--- config.mk ---
export PLATFORM = sky130hd
export DESIGN_NAME = erx_rx_ctrl
export DESIGN_NICKNAME = d
export VERILOG_FILES = /design/src/erx_pkg.sv /design/src/erx_rx_ctrl.sv
export SDC_FILE = /design/constraint.sdc
export NUM_CORES = 1
export LEC_CHECK = 0
export ABC_AREA = 0
export BUFFER_PORTS_ARGS = -buffer_cell sky130_fd_sc_hd__buf_2
export CORE_MARGIN = 5
export CORE_UTILIZATION = 35
export CTS_CLUSTER_DIAMETER = 40
export DETAILED_ROUTE_END_ITERATION = 12
export PLACE_DENSITY = 0.64
export SLEW_MARGIN = 20
export SYNTH_ARGS = -nofsm -noshare
export SYNTH_HDL_FRONTEND = slang
export SYNTH_SLANG_ARGS = --single-unit
--- constraint.sdc ---
create_clock -name I_REF_CLK -period 4.5 [get_ports I_REF_CLK]
set_input_delay 0.9 -clock I_REF_CLK [delete_from_list [all_inputs] [get_ports I_REF_CLK]]
set_output_delay 0.9 -clock I_REF_CLK [all_outputs]
set_load 0.1 [all_outputs]
--- src/erx_pkg.sv ---
// package for the ethernet receive filter, watermark and irq enable block
package erx_pkg;

	// register word offsets, byte addressed
	localparam logic [7:0] OFS_FILTER     = 8'h00; // rx_filter_config
	localparam logic [7:0] OFS_WATERMARKS = 8'h04; // rx_watermarks
	localparam logic [7:0] OFS_IRQ_ENABLE = 8'h08; // irq_enable
	localparam logic [7:0] OFS_STATUS     = 8'h0C; // count and flags
	localparam logic [7:0] OFS_CONTROL    = 8'h10; // receiver and count control

	// reset values
	localparam logic [15:0] RST_FILTER     = 16'h0000;
	localparam logic [7:0]  RST_WATERMARK  = 8'h00;
	localparam logic [14:0] RST_IRQ_ENABLE = 15'h0000;

	// filter config bit positions
	localparam int FC_BCAST     = 0;
	localparam int FC_MCAST     = 1;
	localparam int FC_NOTME     = 2;
	localparam int FC_UCAST     = 3;
	localparam int FC_RUNT_REJ  = 4;
	localparam int FC_RUNT_COL  = 5;
	localparam int FC_CRC_OK    = 6;
	localparam int FC_CRC_ERR   = 7;
	localparam int FC_PM_LO     = 8;
	localparam int FC_NOT_PM    = 12;
	localparam int FC_WAKEUP    = 14;
	localparam int FC_HASH      = 15;
	localparam logic [15:0] FC_MASK = 16'hDFFF; // bit 13 unimplemented

	// watermark field positions
	localparam int WM_FULL_LO  = 16;
	localparam int WM_EMPTY_LO = 0;

	// interrupt bit positions
	localparam int IRQ_PKTPEND = 6;
	localparam int IRQ_FWM     = 8;
	localparam int IRQ_EWM     = 9;
	localparam logic [14:0] IEN_MASK = 15'h63EF; // implemented enables

	// status and control field positions
	localparam int ST_FLOW     = 0;
	localparam int ST_COUNT_LO = 16;
	localparam int CT_DEC      = 0;
	localparam int CT_AUTO_FC  = 1;
	localparam int CT_RX_EN    = 8;

	// a frame shorter than this many bytes is a runt
	localparam logic [15:0] RUNT_BYTES = 16'h0040;
	localparam logic [7:0]  COUNT_MAX  = 8'hFF;

	// pattern match modes
	typedef enum logic [3:0] {
		PM_OFF, PM_CSUM, PM_STA2, PM_STA3, PM_UNI4, PM_UNI5,
		PM_BC6, PM_BC7, PM_HASH, PM_WAKE
	} erx_pm_e;

	// end-of-frame summary from the mac receive path
	typedef struct packed {
		logic [15:0] length;        // bytes in frame
		logic        crc_ok;        // crc valid
		logic [47:0] dest;          // destination, first byte in [47:40]
		logic        station_match; // dest equals station address
		logic        hash_match;    // hash table hit
		logic        wakeup_match;  // wake-up frame detected
		logic        csum_match;    // pattern checksum matched
		logic [7:0]  desc_used;     // descriptors the frame used
	} erx_frame_s;

endpackage : erx_pkg

--- src/erx_rx_ctrl.sv ---
// receive filter, buffer count watermarks and interrupt enable gating
//
// Behaviour
// - bad-crc collect set accepts only frames with invalid crc.
// - good-crc require set accepts only frames with valid crc.
// - short collect accepts only runts; with good-crc require runt needs valid crc.
// - short reject set drops every frame under 64 bytes.
// - station filter accepts unicast frames addressed to this station.
// - other-station filter accepts unicast frames addressed elsewhere.
// - group filter accepts every multicast frame.
// - all-ones filter accepts every broadcast frame.
// - pattern modes use hash or wake-up match even when those filters are off.
// - full watermark in bits 23-16 drives full flag and flow start.
// - empty watermark in bits 7-0 drives empty flag and flow stop.
// - irq enable bits 14 and 13 gate transmit and receive bus errors.
// - irq enable bits 9 and 8 gate empty and full watermark events.
// - irq enable bits 7, 6, 5 gate done, pending and activity.
// - irq enable bits 3 and 2 gate transmit done and abort.
// - irq enable bits 1 and 0 gate descriptor shortage and overflow.
// - unimplemented bits of watermark and enable registers read zero.
// - count grows by descriptors of each accepted frame, drops per decrement, saturating at 0 and 255; both in one cycle leave it unchanged.
// - full flag set while count is at or above full watermark.
// - empty flag set while count is at or below empty watermark.
//
// The placing of the registers and the address-and-strobe port were decided locally.
`timescale 1ns/1ps

module erx_rx_ctrl (
	input  wire logic               I_REF_CLK,      // 40 MHz clock
	input  wire logic               I_NRST,         // async reset, low
	input  wire logic [7:0]         I_ADDR,         // register byte address
	input  wire logic [31:0]        I_WDATA,        // write data
	input  wire logic               I_WR,           // write strobe
	input  wire logic               I_RD,           // read strobe
	input  wire logic               I_FRAME_VALID,  // end of frame pulse
	input  wire erx_pkg::erx_frame_s I_FRAME,       // frame summary
	input  wire logic [14:0]        I_IRQ_PENDING,  // other request flags
	output logic [31:0]             O_RDATA,        // read data
	output logic                    O_FRAME_ACCEPT, // frame kept, pulse
	output logic                    O_FRAME_REJECT, // frame dropped, pulse
	output logic                    O_FLOW_CTRL,    // flow control active
	output logic                    O_IRQ           // controller interrupt
);

	////////////////////////////////////////////////////////////////////////
	// registers

	logic [15:0] filter_cfg;
	logic [7:0]  full_watermark;
	logic [7:0]  empty_watermark;
	logic [14:0] irq_en;
	logic        receiver_enable;
	logic        auto_fc;
	logic [7:0]  rx_buffer_count;
	logic        full_watermark_flag;
	logic        empty_watermark_flag;

	logic wr_filter;
	logic wr_wm;
	logic wr_ien;
	logic wr_ctl;
	logic buffer_count_decrement;

	assign wr_filter = I_WR && (I_ADDR == erx_pkg::OFS_FILTER);
	assign wr_wm     = I_WR && (I_ADDR == erx_pkg::OFS_WATERMARKS);
	assign wr_ien    = I_WR && (I_ADDR == erx_pkg::OFS_IRQ_ENABLE);
	assign wr_ctl    = I_WR && (I_ADDR == erx_pkg::OFS_CONTROL);
	assign buffer_count_decrement = wr_ctl && I_WDATA[erx_pkg::CT_DEC];

	// filter config; writes are not blocked while receiving, software
	// is trusted to stop the receiver first
	always_ff @(posedge I_REF_CLK or negedge I_NRST) begin
		if (!I_NRST) begin
			filter_cfg <= erx_pkg::RST_FILTER;
		end else if (wr_filter) begin
			filter_cfg <= I_WDATA[15:0] & erx_pkg::FC_MASK;
		end
	end

	// watermarks; ordering of the two is left to software
	always_ff @(posedge I_REF_CLK or negedge I_NRST) begin
		if (!I_NRST) begin
			full_watermark  <= erx_pkg::RST_WATERMARK;
			empty_watermark <= erx_pkg::RST_WATERMARK;
		end else if (wr_wm) begin
			full_watermark  <= I_WDATA[erx_pkg::WM_FULL_LO +: 8];
			empty_watermark <= I_WDATA[erx_pkg::WM_EMPTY_LO +: 8];
		end
	end

	// interrupt enables, unimplemented positions held at zero
	always_ff @(posedge I_REF_CLK or negedge I_NRST) begin
		if (!I_NRST) begin
			irq_en <= erx_pkg::RST_IRQ_ENABLE;
		end else if (wr_ien) begin
			irq_en <= I_WDATA[14:0] & erx_pkg::IEN_MASK;
		end
	end

	// control: receiver enable and automatic flow control
	always_ff @(posedge I_REF_CLK or negedge I_NRST) begin
		if (!I_NRST) begin
			receiver_enable <= 1'b0;
			auto_fc         <= 1'b0;
		end else if (wr_ctl) begin
			receiver_enable <= I_WDATA[erx_pkg::CT_RX_EN];
			auto_fc         <= I_WDATA[erx_pkg::CT_AUTO_FC];
		end
	end

	////////////////////////////////////////////////////////////////////////
	// frame filter

	logic is_bcast;
	logic is_mcast;
	logic is_ucast;
	logic is_short;
	logic runt_hit;
	logic must_ok;
	logic pm_base;
	logic pm_ok;
	logic any_match;
	logic accept_now;

	// first address byte bit 0 is the group bit; all ones is broadcast
	assign is_bcast = &I_FRAME.dest;
	assign is_mcast = I_FRAME.dest[40] && !is_bcast;
	assign is_ucast = !I_FRAME.dest[40];
	assign is_short = I_FRAME.length < erx_pkg::RUNT_BYTES;
	assign runt_hit = is_short
		&& (!filter_cfg[erx_pkg::FC_CRC_OK] || I_FRAME.crc_ok);

	// every enabled must-filter has to pass
	assign must_ok =
		(!filter_cfg[erx_pkg::FC_CRC_ERR] || !I_FRAME.crc_ok)
		&& (!filter_cfg[erx_pkg::FC_CRC_OK] || I_FRAME.crc_ok)
		&& (!filter_cfg[erx_pkg::FC_RUNT_COL] || runt_hit)
		&& (!filter_cfg[erx_pkg::FC_RUNT_REJ] || !is_short);

	assign pm_base = filter_cfg[erx_pkg::FC_NOT_PM] ^ I_FRAME.csum_match;

	// pattern modes take hash and wake-up hits raw, not through their
	// own enables
	always_comb begin
		unique case (erx_pkg::erx_pm_e'(filter_cfg[erx_pkg::FC_PM_LO +: 4]))
			erx_pkg::PM_CSUM: pm_ok = pm_base;
			erx_pkg::PM_STA2,
			erx_pkg::PM_STA3: pm_ok = pm_base && I_FRAME.station_match;
			erx_pkg::PM_UNI4,
			erx_pkg::PM_UNI5: pm_ok = pm_base && is_ucast;
			erx_pkg::PM_BC6,
			erx_pkg::PM_BC7:  pm_ok = pm_base && is_bcast;
			erx_pkg::PM_HASH: pm_ok = pm_base && I_FRAME.hash_match;
			erx_pkg::PM_WAKE: pm_ok = pm_base && I_FRAME.wakeup_match;
			default:          pm_ok = 1'b0; // off and unused codes
		endcase
	end

	// at least one enabled acceptance filter must match
	assign any_match =
		(filter_cfg[erx_pkg::FC_UCAST] && is_ucast
			&& I_FRAME.station_match)
		|| (filter_cfg[erx_pkg::FC_NOTME] && is_ucast
			&& !I_FRAME.station_match)
		|| (filter_cfg[erx_pkg::FC_MCAST] && is_mcast)
		|| (filter_cfg[erx_pkg::FC_BCAST] && is_bcast)
		|| (filter_cfg[erx_pkg::FC_HASH] && I_FRAME.hash_match)
		|| (filter_cfg[erx_pkg::FC_WAKEUP] && I_FRAME.wakeup_match)
		|| pm_ok;

	// a halted receive path (count saturated under flow control) drops
	assign accept_now = I_FRAME_VALID && receiver_enable && must_ok
		&& any_match && !(auto_fc && rx_buffer_count == erx_pkg::COUNT_MAX);

	// verdict pulses one cycle after the frame summary
	always_ff @(posedge I_REF_CLK or negedge I_NRST) begin
		if (!I_NRST) begin
			O_FRAME_ACCEPT <= 1'b0;
			O_FRAME_REJECT <= 1'b0;
		end else begin
			O_FRAME_ACCEPT <= accept_now;
			O_FRAME_REJECT <= I_FRAME_VALID && !accept_now;
		end
	end

	////////////////////////////////////////////////////////////////////////
	// buffer count and watermarks

	logic       count_inc;
	logic [8:0] count_sum;

	assign count_inc = accept_now && (I_FRAME.desc_used != 8'h00);
	assign count_sum = {1'b0, rx_buffer_count} + {1'b0, I_FRAME.desc_used};

	// saturates both ways; increment and decrement together cancel out
	always_ff @(posedge I_REF_CLK or negedge I_NRST) begin
		if (!I_NRST) begin
			rx_buffer_count <= 8'h00;
		end else if (count_inc && !buffer_count_decrement) begin
			rx_buffer_count <= count_sum[8] ? erx_pkg::COUNT_MAX
				: count_sum[7:0];
		end else if (buffer_count_decrement && !count_inc
			&& rx_buffer_count != 8'h00) begin
			rx_buffer_count <= rx_buffer_count - 8'h01;
		end
	end

	// flags are sticky; the clearing event loses to a live condition
	always_ff @(posedge I_REF_CLK or negedge I_NRST) begin
		if (!I_NRST) begin
			full_watermark_flag  <= 1'b0;
			empty_watermark_flag <= 1'b0;
		end else begin
			full_watermark_flag <= (rx_buffer_count >= full_watermark)
				|| (full_watermark_flag && !buffer_count_decrement);
			empty_watermark_flag <= (rx_buffer_count <= empty_watermark)
				|| (empty_watermark_flag && !count_inc);
		end
	end

	// flow control starts at the full mark and stops at the empty mark
	always_ff @(posedge I_REF_CLK or negedge I_NRST) begin
		if (!I_NRST) begin
			O_FLOW_CTRL <= 1'b0;
		end else if (!auto_fc) begin
			O_FLOW_CTRL <= 1'b0;
		end else if (rx_buffer_count >= full_watermark) begin
			O_FLOW_CTRL <= 1'b1;
		end else if (rx_buffer_count <= empty_watermark) begin
			O_FLOW_CTRL <= 1'b0;
		end
	end

	////////////////////////////////////////////////////////////////////////
	// interrupt gating

	logic [14:0] pending;

	// watermark and pending bits come from this block, the rest from outside
	always_comb begin
		pending = I_IRQ_PENDING;
		pending[erx_pkg::IRQ_FWM]     = full_watermark_flag;
		pending[erx_pkg::IRQ_EWM]     = empty_watermark_flag;
		pending[erx_pkg::IRQ_PKTPEND] = rx_buffer_count != 8'h00;
	end

	always_ff @(posedge I_REF_CLK or negedge I_NRST) begin
		if (!I_NRST) begin
			O_IRQ <= 1'b0;
		end else begin
			O_IRQ <= |(pending & irq_en);
		end
	end

	////////////////////////////////////////////////////////////////////////
	// register read, data valid the cycle after the strobe

	logic [31:0] rd_mux;

	always_comb begin
		rd_mux = 32'h0000_0000; // unmapped reads zero
		unique case (I_ADDR)
			erx_pkg::OFS_FILTER:     rd_mux[15:0] = filter_cfg;
			erx_pkg::OFS_WATERMARKS: begin
				rd_mux[erx_pkg::WM_FULL_LO +: 8]  = full_watermark;
				rd_mux[erx_pkg::WM_EMPTY_LO +: 8] = empty_watermark;
			end
			erx_pkg::OFS_IRQ_ENABLE: rd_mux[14:0] = irq_en;
			erx_pkg::OFS_STATUS:     begin
				rd_mux[erx_pkg::ST_COUNT_LO +: 8] = rx_buffer_count;
				rd_mux[14:0]                      = pending;
				rd_mux[erx_pkg::ST_FLOW]          = O_FLOW_CTRL;
			end
			erx_pkg::OFS_CONTROL:    begin
				rd_mux[erx_pkg::CT_RX_EN]   = receiver_enable;
				rd_mux[erx_pkg::CT_AUTO_FC] = auto_fc;
			end
			default: rd_mux = 32'h0000_0000;
		endcase
	end

	always_ff @(posedge I_REF_CLK or negedge I_NRST) begin
		if (!I_NRST) begin
			O_RDATA <= 32'h0000_0000;
		end else if (I_RD) begin
			O_RDATA <= rd_mux;
		end else begin
			O_RDATA <= 32'h0000_0000;
		end
	end
endmodule : erx_rx_ctrl

==> summary.txt, run 1 <==
Route
  – Total Routed Length: approximately 12,000 um
  – Final ANT Viol Nets: 0
  – DR vias: between 3,000 and 4,000
  – DR WL/cell: around 16 um
  – Via density: 5.157
  – DRC viols: 0
  – First-pass iteration count of the detailed router: 4
  – Initial DRC Count: between 200 and 300

Floorplan
  – Die H: around 130 um
  – Starting Density: 0.3553
  – Die ar.: roughly 0.016 mm2
  – CORE AREA: about 0.013 mm2
  – Ports: around 170
  – Row cnt: 42
  – Die Width: between 100 and 150 um

Timing
  – TNS Setup: 0 ps
  – Max Clk Rate: ~350 MHz
  – RSZ-0062 raised after global routing: no
  – Final min period: 2881 ps
  – Final period util: 0.6401
  – Layout Skew: roughly 10 ps
  – Final setup fails: 0
  – Least-Margin Pin Slew: about 840 ps
  – Slew Limit Fails: 0
  – Worst rel slew slack: 0.4377
  – Fin. Hold Viols: 0

Clock tree
  – CTS tree: done
  – Root Driver: clkbuf_16
  – Postcts setup bufs: 0
  – Post-CTS resize count: 0
  – H-tree Lvls: 3
  – Sinks on Clock Net: 82
  – TritonCTS Buffers: 9
  – Max clock buf depth: 2
  – CTS clk-pin slew, worst paths: 60 ps
  – Clock Latency Late Sink: 340 ps
  – Hold buffers post-CTS: 0

Logic synthesis
  – Synth Instances: approximately 420
  – Post-synthesis sequential area ratio: 0.4378
  – #FFs+latches synth: around 80
  – Synth top area share: 0.4378
  – Number of distinct library cells after synthesis: 54
  – Synthesized cell area: about 0.0047 mm2
  – Syn. warnings: 0
  – Synth area leaders: dfrtp_1 (44%), mux2_2 (11%), ha_1 (7.2%), mux4_2 (3.4%), mux2i_1 (3.2%)
  – Post-synth ARST share: 1.000
  – Synth top cells by count: dfrtp_1 (82), mux2_2 (45), nor2_1 (34)
  – EDFF count, synth: 0
  – Syn_area_per_cell: about 11 um2
  – Most common cell in the netlist: dfrtp_1
  – Predominant post-synthesis flop cell: dfrtp_1
  – Dominant cell type by area after synthesis: dfrtp_1

Critical path
  – Worst Path Required: approximately 4700 ps
  – R2R depth: 8
  – Crit end category: register
  – CP Launch Type: input port
  – Critical Path AT: 3100 ps
  – Internal reg-to-reg setup slack: roughly 1900 ps
  – Setup CP Type: input port to register
  – Peak fanout along the critical path: 28
  – Worst R2R End: rx_buffer_count[4]
  – Worst R2R Start: rx_buffer_count[2]

Layout
  – N_diodes: 0
  – Final core utilization: 0.4439
  – Area grow syn2layout: 24.93%
  – Fin cells: 745
  – Final net count: between 700 and 800
  – Share of layout cells above drive strength 1: 0.3954

Placed design
  – Cell count after placement: 729
  – GPL Wtd Cong: roughly 0.84
  – Dpl hpwl: about 9600 um
  – Port bufs: roughly 150

GRT
  – First-pass GRT wire length: ~20,000 um
  – GRT overflow: 0
  – Vias in the first global route: 4,013
  – Largest net degree at the start of global routing: 83
  – GRT Util Overall: 0.1576
  – Initial antenna violation count: 0

Hold path
  – Hold Path End: empty_watermark[4]
  – Hold path cells: 1
  – Hold crit path type: register to register
  – HP Start: empty_watermark[4]

Power and ir drop
  – Leakage: about 3.0 nW
  – VDD IR max: 0.2189 mV
  – Pwr Density: about 330 mW/mm2

Run
  – Max-cap violation count: 0

Run status
  – Status: completed
-- layout make-up --
cell class	count	area, um2
Timing Repair Buffer	148	749.5
Inverter	20	75.07
Clock buffer	10	239.0
Clock inverter	6	63.81
Fill cell	1265	7335
Tap cell	176	220.2
Sequential cell	82	2052
Multi-Input combinational cell	303	2456
-- state kept, by name, summed over array words and instances, names as in the netlist --
register / flops
O_FRAME_ACCEPT: 1
empty_watermark: 8
O_FRAME_REJECT: 1
receiver_enable: 1
full_watermark: 8
full_watermark_flag: 1
irq_en: 11
filter_cfg: 15
O_IRQ: 1
auto_fc: 1
O_RDATA: 24
O_FLOW_CTRL: 1
rx_buffer_count: 8
empty_watermark_flag: 1
-- stage by stage --
| stage | hold WS, ps | area [um2] | worst slack, ps | power (mW) |
|---|---|---|---|---|
| floorplan | 461.3 | 4713 | 1824 | 1.086 |
| global placement | 490.9 | 5549 | 1268 | 1.206 |
| detailed placement | 504.4 | 5549 | 1245 | 1.218 |
| CTS | 517.7 | 5852 | 1595 | 1.966 |
| global route | 544.3 | 5856 | 1493 | 2.041 |
| finish | 512.7 | 5856 | 1619 | 1.947 |
-- per-layer routing --
layer  vias up  global-route usage  share of wire
met2       123              0.2583           0.49
li1       1826                   -              -
met1      1875              0.1990           0.43
met5         -                   0              0
met4         0             0.06696          0.018
met3        18             0.03853          0.066
-- report_power, final --
part	switching, mW	internal, mW
clock	0.299	0.445
sequential	0.0451	0.768
combinational	0.222	0.168
total	0.566	1.38
-- worst max path at each step --
stage,startpoint,endpoint,slack (ps),cells after the start
detailed placement,I_ADDR[3],filter_cfg[6],1250,4
CTS,I_ADDR[3],filter_cfg[6],1590,4
finish,I_ADDR[3],filter_cfg[6],1620,4
global route,I_FRAME[0],rx_buffer_count[4],1490,11
floorplan,I_FRAME[0],rx_buffer_count[3],1820,10
global placement,I_ADDR[3],filter_cfg[8],1270,4
-- critical path: stages --
cell,delay (ps)
buf_2,330
nor2_1,590
nand3_1,740
mux2_2,520
-- kinds of logic after synthesis --
group | count (synthesis) | synth area share
AOI/OAI and AO/OA | 67 | 0.1065
xor gates and xnor gates | 11 | 0.02055
adders and majority gates | 28 | 0.07635
buffers and inverters | 40 | 0.04378
DFF | 82 | 0.4378
muxes | 68 | 0.1770
other | 1 | 0.0008001
and+or+nand+nor | 121 | 0.1372
-- cell usage in the layout, fill, tap and decap left out, types with 12 or more instances in the layout --
| cell type | n |
|---|---|
| buf_2 | 146 |
| dfrtp_1 | 82 |
| mux2_2 | 45 |
| nor2_1 | 34 |
| mux2i_1 | 15 |
| ha_1 | 27 |
| nand4_1 | 19 |
| inv_1 | 20 |
| a22oi_1 | 12 |
| nand2_1 | 15 |
| a21oi_1 | 14 |
(Power assumes the default switching activity.)
==> run 2, diff against run 1 <==
--- a/config.mk
+++ b/config.mk
@@ -5,13 +5,13 @@
 export SDC_FILE = /design/constraint.sdc
 export NUM_CORES = 1
 export LEC_CHECK = 0
-export ABC_AREA = 0
+export ABC_AREA = 1
 export BUFFER_PORTS_ARGS = -buffer_cell sky130_fd_sc_hd__buf_2
 export CORE_MARGIN = 5
 export CORE_UTILIZATION = 35
 export CTS_CLUSTER_DIAMETER = 40
 export DETAILED_ROUTE_END_ITERATION = 12
-export PLACE_DENSITY = 0.64
+export PLACE_DENSITY = 0.65
 export SLEW_MARGIN = 20
 export SYNTH_ARGS = -nofsm -noshare
 export SYNTH_HDL_FRONTEND = slang
==> constraint.sdc (replaced) <==
create_clock -name I_REF_CLK -period 2.39 [get_ports I_REF_CLK]
set_input_delay 0.478 -clock I_REF_CLK [delete_from_list [all_inputs] [get_ports I_REF_CLK]]
set_output_delay 0.478 -clock I_REF_CLK [all_outputs]
set_load 0.1 [all_outputs]
==> run 2 against run 1 <==
  * Highest routed layer unchanged
  * Global-route usage grew 2.1 points
  * Combinational power grew to 2.6 times the previous value
  * Via count grew 26%
  * Clock-buffer cell count grew 3
  * Sequential share of layout area shrank 3.3 points
  * Worst hold slack lost 420 ps
  * Cell area grew 10%
  * Area after synthesis grew 9.0%
  * First-iteration DRC count shrank 12%
  * Routed wire length grew 22%
==> summary.txt, run 2 <==
Timing
  – TNS Setup: 0 ps
  – Worst rel slew slack: 0.6616
  – Final setup fails: 0
  – Max Clk Rate: approximately 460 MHz
  – Final period util: 0.9030
  – RSZ-0062 raised after global routing: no
  – Fin. Hold Viols: 0
  – Slew Limit Fails: 0
  – Layout Skew: 5.632 ps
  – Least-Margin Pin Slew: between 500 and 600 ps
  – Final min period: between 2000 and 2500 ps

Hold path
  – Hold crit path type: input port to asynchronous set/reset pin

Floorplan
  – CORE AREA: 0.01442 mm2
  – Die Width: 130.8 um
  – Die H: ~130 um
  – Ports: between 150 and 200
  – Row cnt: 44
  – Starting Density: 0.3542
  – Die ar.: 0.01711 mm2

Clock tree
  – Postcts setup bufs: 0
  – Max clock buf depth: 2
  – CTS tree: done
  – Root Driver: clkbuf_16
  – CTS clk-pin slew, worst paths: 60 ps
  – Hold buffers post-CTS: 0
  – TritonCTS Buffers: 9
  – Clock Latency Late Sink: between 300 and 400 ps
  – Sinks on Clock Net: a little over 80
  – Post-CTS resize count: 0
  – H-tree Lvls: 3

Route
  – First-pass iteration count of the detailed router: 4
  – DR WL/cell: between 10 and 15 um
  – Initial DRC Count: between 200 and 300
  – Total Routed Length: 14,970 um
  – Final ANT Viol Nets: 0
  – DRC viols: 0
  – DR vias: approximately 4,800
  – Via density: 4.747

Layout
  – Largest Register: O_RDATA
  – Multi-input gate area: ~0.0027 mm2
  – N_diodes: 0
  – Sequential Area: between 0.002 and 0.0025 mm2
  – Largest registers: O_RDATA (24), filter_cfg (15), irq_en (11)
  – Most frequent cells in the layout: nand2_1 (189), buf_2 (146), dfrtp_1 (82)
  – Share of layout cells above drive strength 1: 0.2647
  – Post-layout instance area: approximately 0.0065 mm2
  – Largest register FFs: 24
  – Area grow syn2layout: 26.38%
  – Commonest non-fill, non-tap cell in the layout: nand2_1
  – Final net count: ~1,000
  – Filler Cell Count: around 1,500

Logic synthesis
  – #FFs+latches synth: between 80 and 90
  – Synth Instances: between 600 and 700
  – Synth area leaders: dfrtp_1 (40%), nand2_1 (14%), ha_1 (6.6%), inv_1 (5.4%), nor2_1 (4.9%)
  – Synthesized cell area: approximately 0.005 mm2
  – EDFF count, synth: 0
  – Most common cell in the netlist: nand2_1
  – Post-synthesis sequential area ratio: 0.4017
  – Number of distinct library cells after synthesis: 49
  – Synth top area share: 0.4017
  – Syn. warnings: 0
  – Post-synth ARST share: 1.000
  – Dominant cell type by area after synthesis: dfrtp_1
  – Syn_area_per_cell: 7.648 um2
  – Synth top cells by count: nand2_1 (189), dfrtp_1 (82), inv_1 (73)
  – Predominant post-synthesis flop cell: dfrtp_1

Critical path
  – Top cell by count, worst path: nand2_1
  – Crit path buf inv count: 1
  – CP Launch Type: register
  – Delay-heaviest family, CP: simple AND/OR/NAND/NOR gates
  – Setup CP Type: register to register
  – Max incr delay on CP: between 400 and 500 ps
  – Critical Path AT: 2390 ps
  – Crit-path slowest cell: dfrtp_1
  – Peak fanout along the critical path: 5
  – Crit end category: register
  – Worst Path Required: 2620 ps
  – Crit-path cells: ha_1 -> inv_1 -> fa_1 -> o21ai_1 -> nand2_1 -> nand2_1 -> nand2_1 -> nand3_1 -> nand3_1 -> nand4_1 -> nand2_1 -> nand2_1 -> nand2_1

GRT
  – Vias in the first global route: ~4,600
  – Initial antenna violation count: 0
  – First-pass GRT wire length: 23,830 um
  – GRT overflow: 0
  – Largest net degree at the start of global routing: 36
  – GRT Util Overall: 0.1786

Power and ir drop
  – Leakage: 3.367 nW
  – Pwr Density: ~630 mW/mm2
  – VDD IR max: between 0.2 and 0.3 mV

Placed design
  – Dpl hpwl: roughly 12,000 um
  – GPL Wtd Cong: around 0.9
  – Post-DP Area: about 0.006 mm2
  – Port bufs: roughly 150

Run status
  – Status: completed

Run
  – Max-cap violation count: 0
## run 2: cell count changes after synthesis, moves of 9 or more
cell and delta:
nand2_2 +9, a22oi_1 -9, a21oi_1 +16, o21ai_1 +10, mux2i_1 -15, nand2_1 +174
inv_2 +10, mux2_2 -41, nor2_1 +33, o21ai_0 +27, nand3_1 +12, inv_1 +53
## run 2: cell type report
type	count	share of cell area
clock inverter	2	0.009302
clock buffer	13	0.04031
multi-input combinational	490	0.4109
inverter	84	0.05000
tap	184	0.03566
timing repair buffer	164	0.1360
sequential	82	0.3178
## run 2: where the power goes
group          internal, mW  leakage [nW]  switching (mW)
combinational         0.392          2.13           0.631
sequential             1.46          1.08          0.0951
clock                 0.967         0.156           0.521
total                  2.81          3.37            1.25
## run 2: logic make-up after synthesis
family / synth area share
compound gates: 0.1293
mux: 0.008816
flops: 0.4017
buf+inv: 0.08425
xor+xnor: 0.01715
simple gates: 0.2880
other cells: 0.0007340
fa+ha+maj: 0.07005
## run 2: per-layer routing
metal,track usage,vias to the layer above,part of all wire
li1,-,2504,-
met1,0.2497,2189,0.46
met2,0.2828,122,0.47
met3,0.02927,22,0.052
met4,0.05868,0,0.018
met5,0,-,0
## run 2: per-stage QoR
step           std cells  hold WS (ps)    util  worst slack (ps)  total power [mW]
5_1_grt             1019         128.2  0.4476             28.77             4.299
6_report            1019         93.65  0.4476             231.7             4.060
2_1_floorplan        675         182.4       -             410.6             2.253
3_5_place_dp        1004         458.8  0.4254             167.0             2.589
3_3_place_gp        1004         458.4  0.4254             196.5             2.575
4_1_cts             1019         100.9  0.4476             228.8             4.087
## run 2: path summary, 6_finish.rpt
check | from | to | slack (ps) | cells past startpoint
min | I_NRST | O_RDATA[15] | 90 | 1
max | rx_buffer_count[0] | rx_buffer_count[6] | 230 | 13
min reg2reg | filter_cfg[0] | filter_cfg[0] | 490 | 2
min in group I_REF_CLK | I_WDATA[16] | full_watermark[0] | 370 | 2
max in group asynchronous | I_NRST | rx_buffer_count[6] | 1680 | 2
max reg2reg | rx_buffer_count[0] | rx_buffer_count[6] | 230 | 13
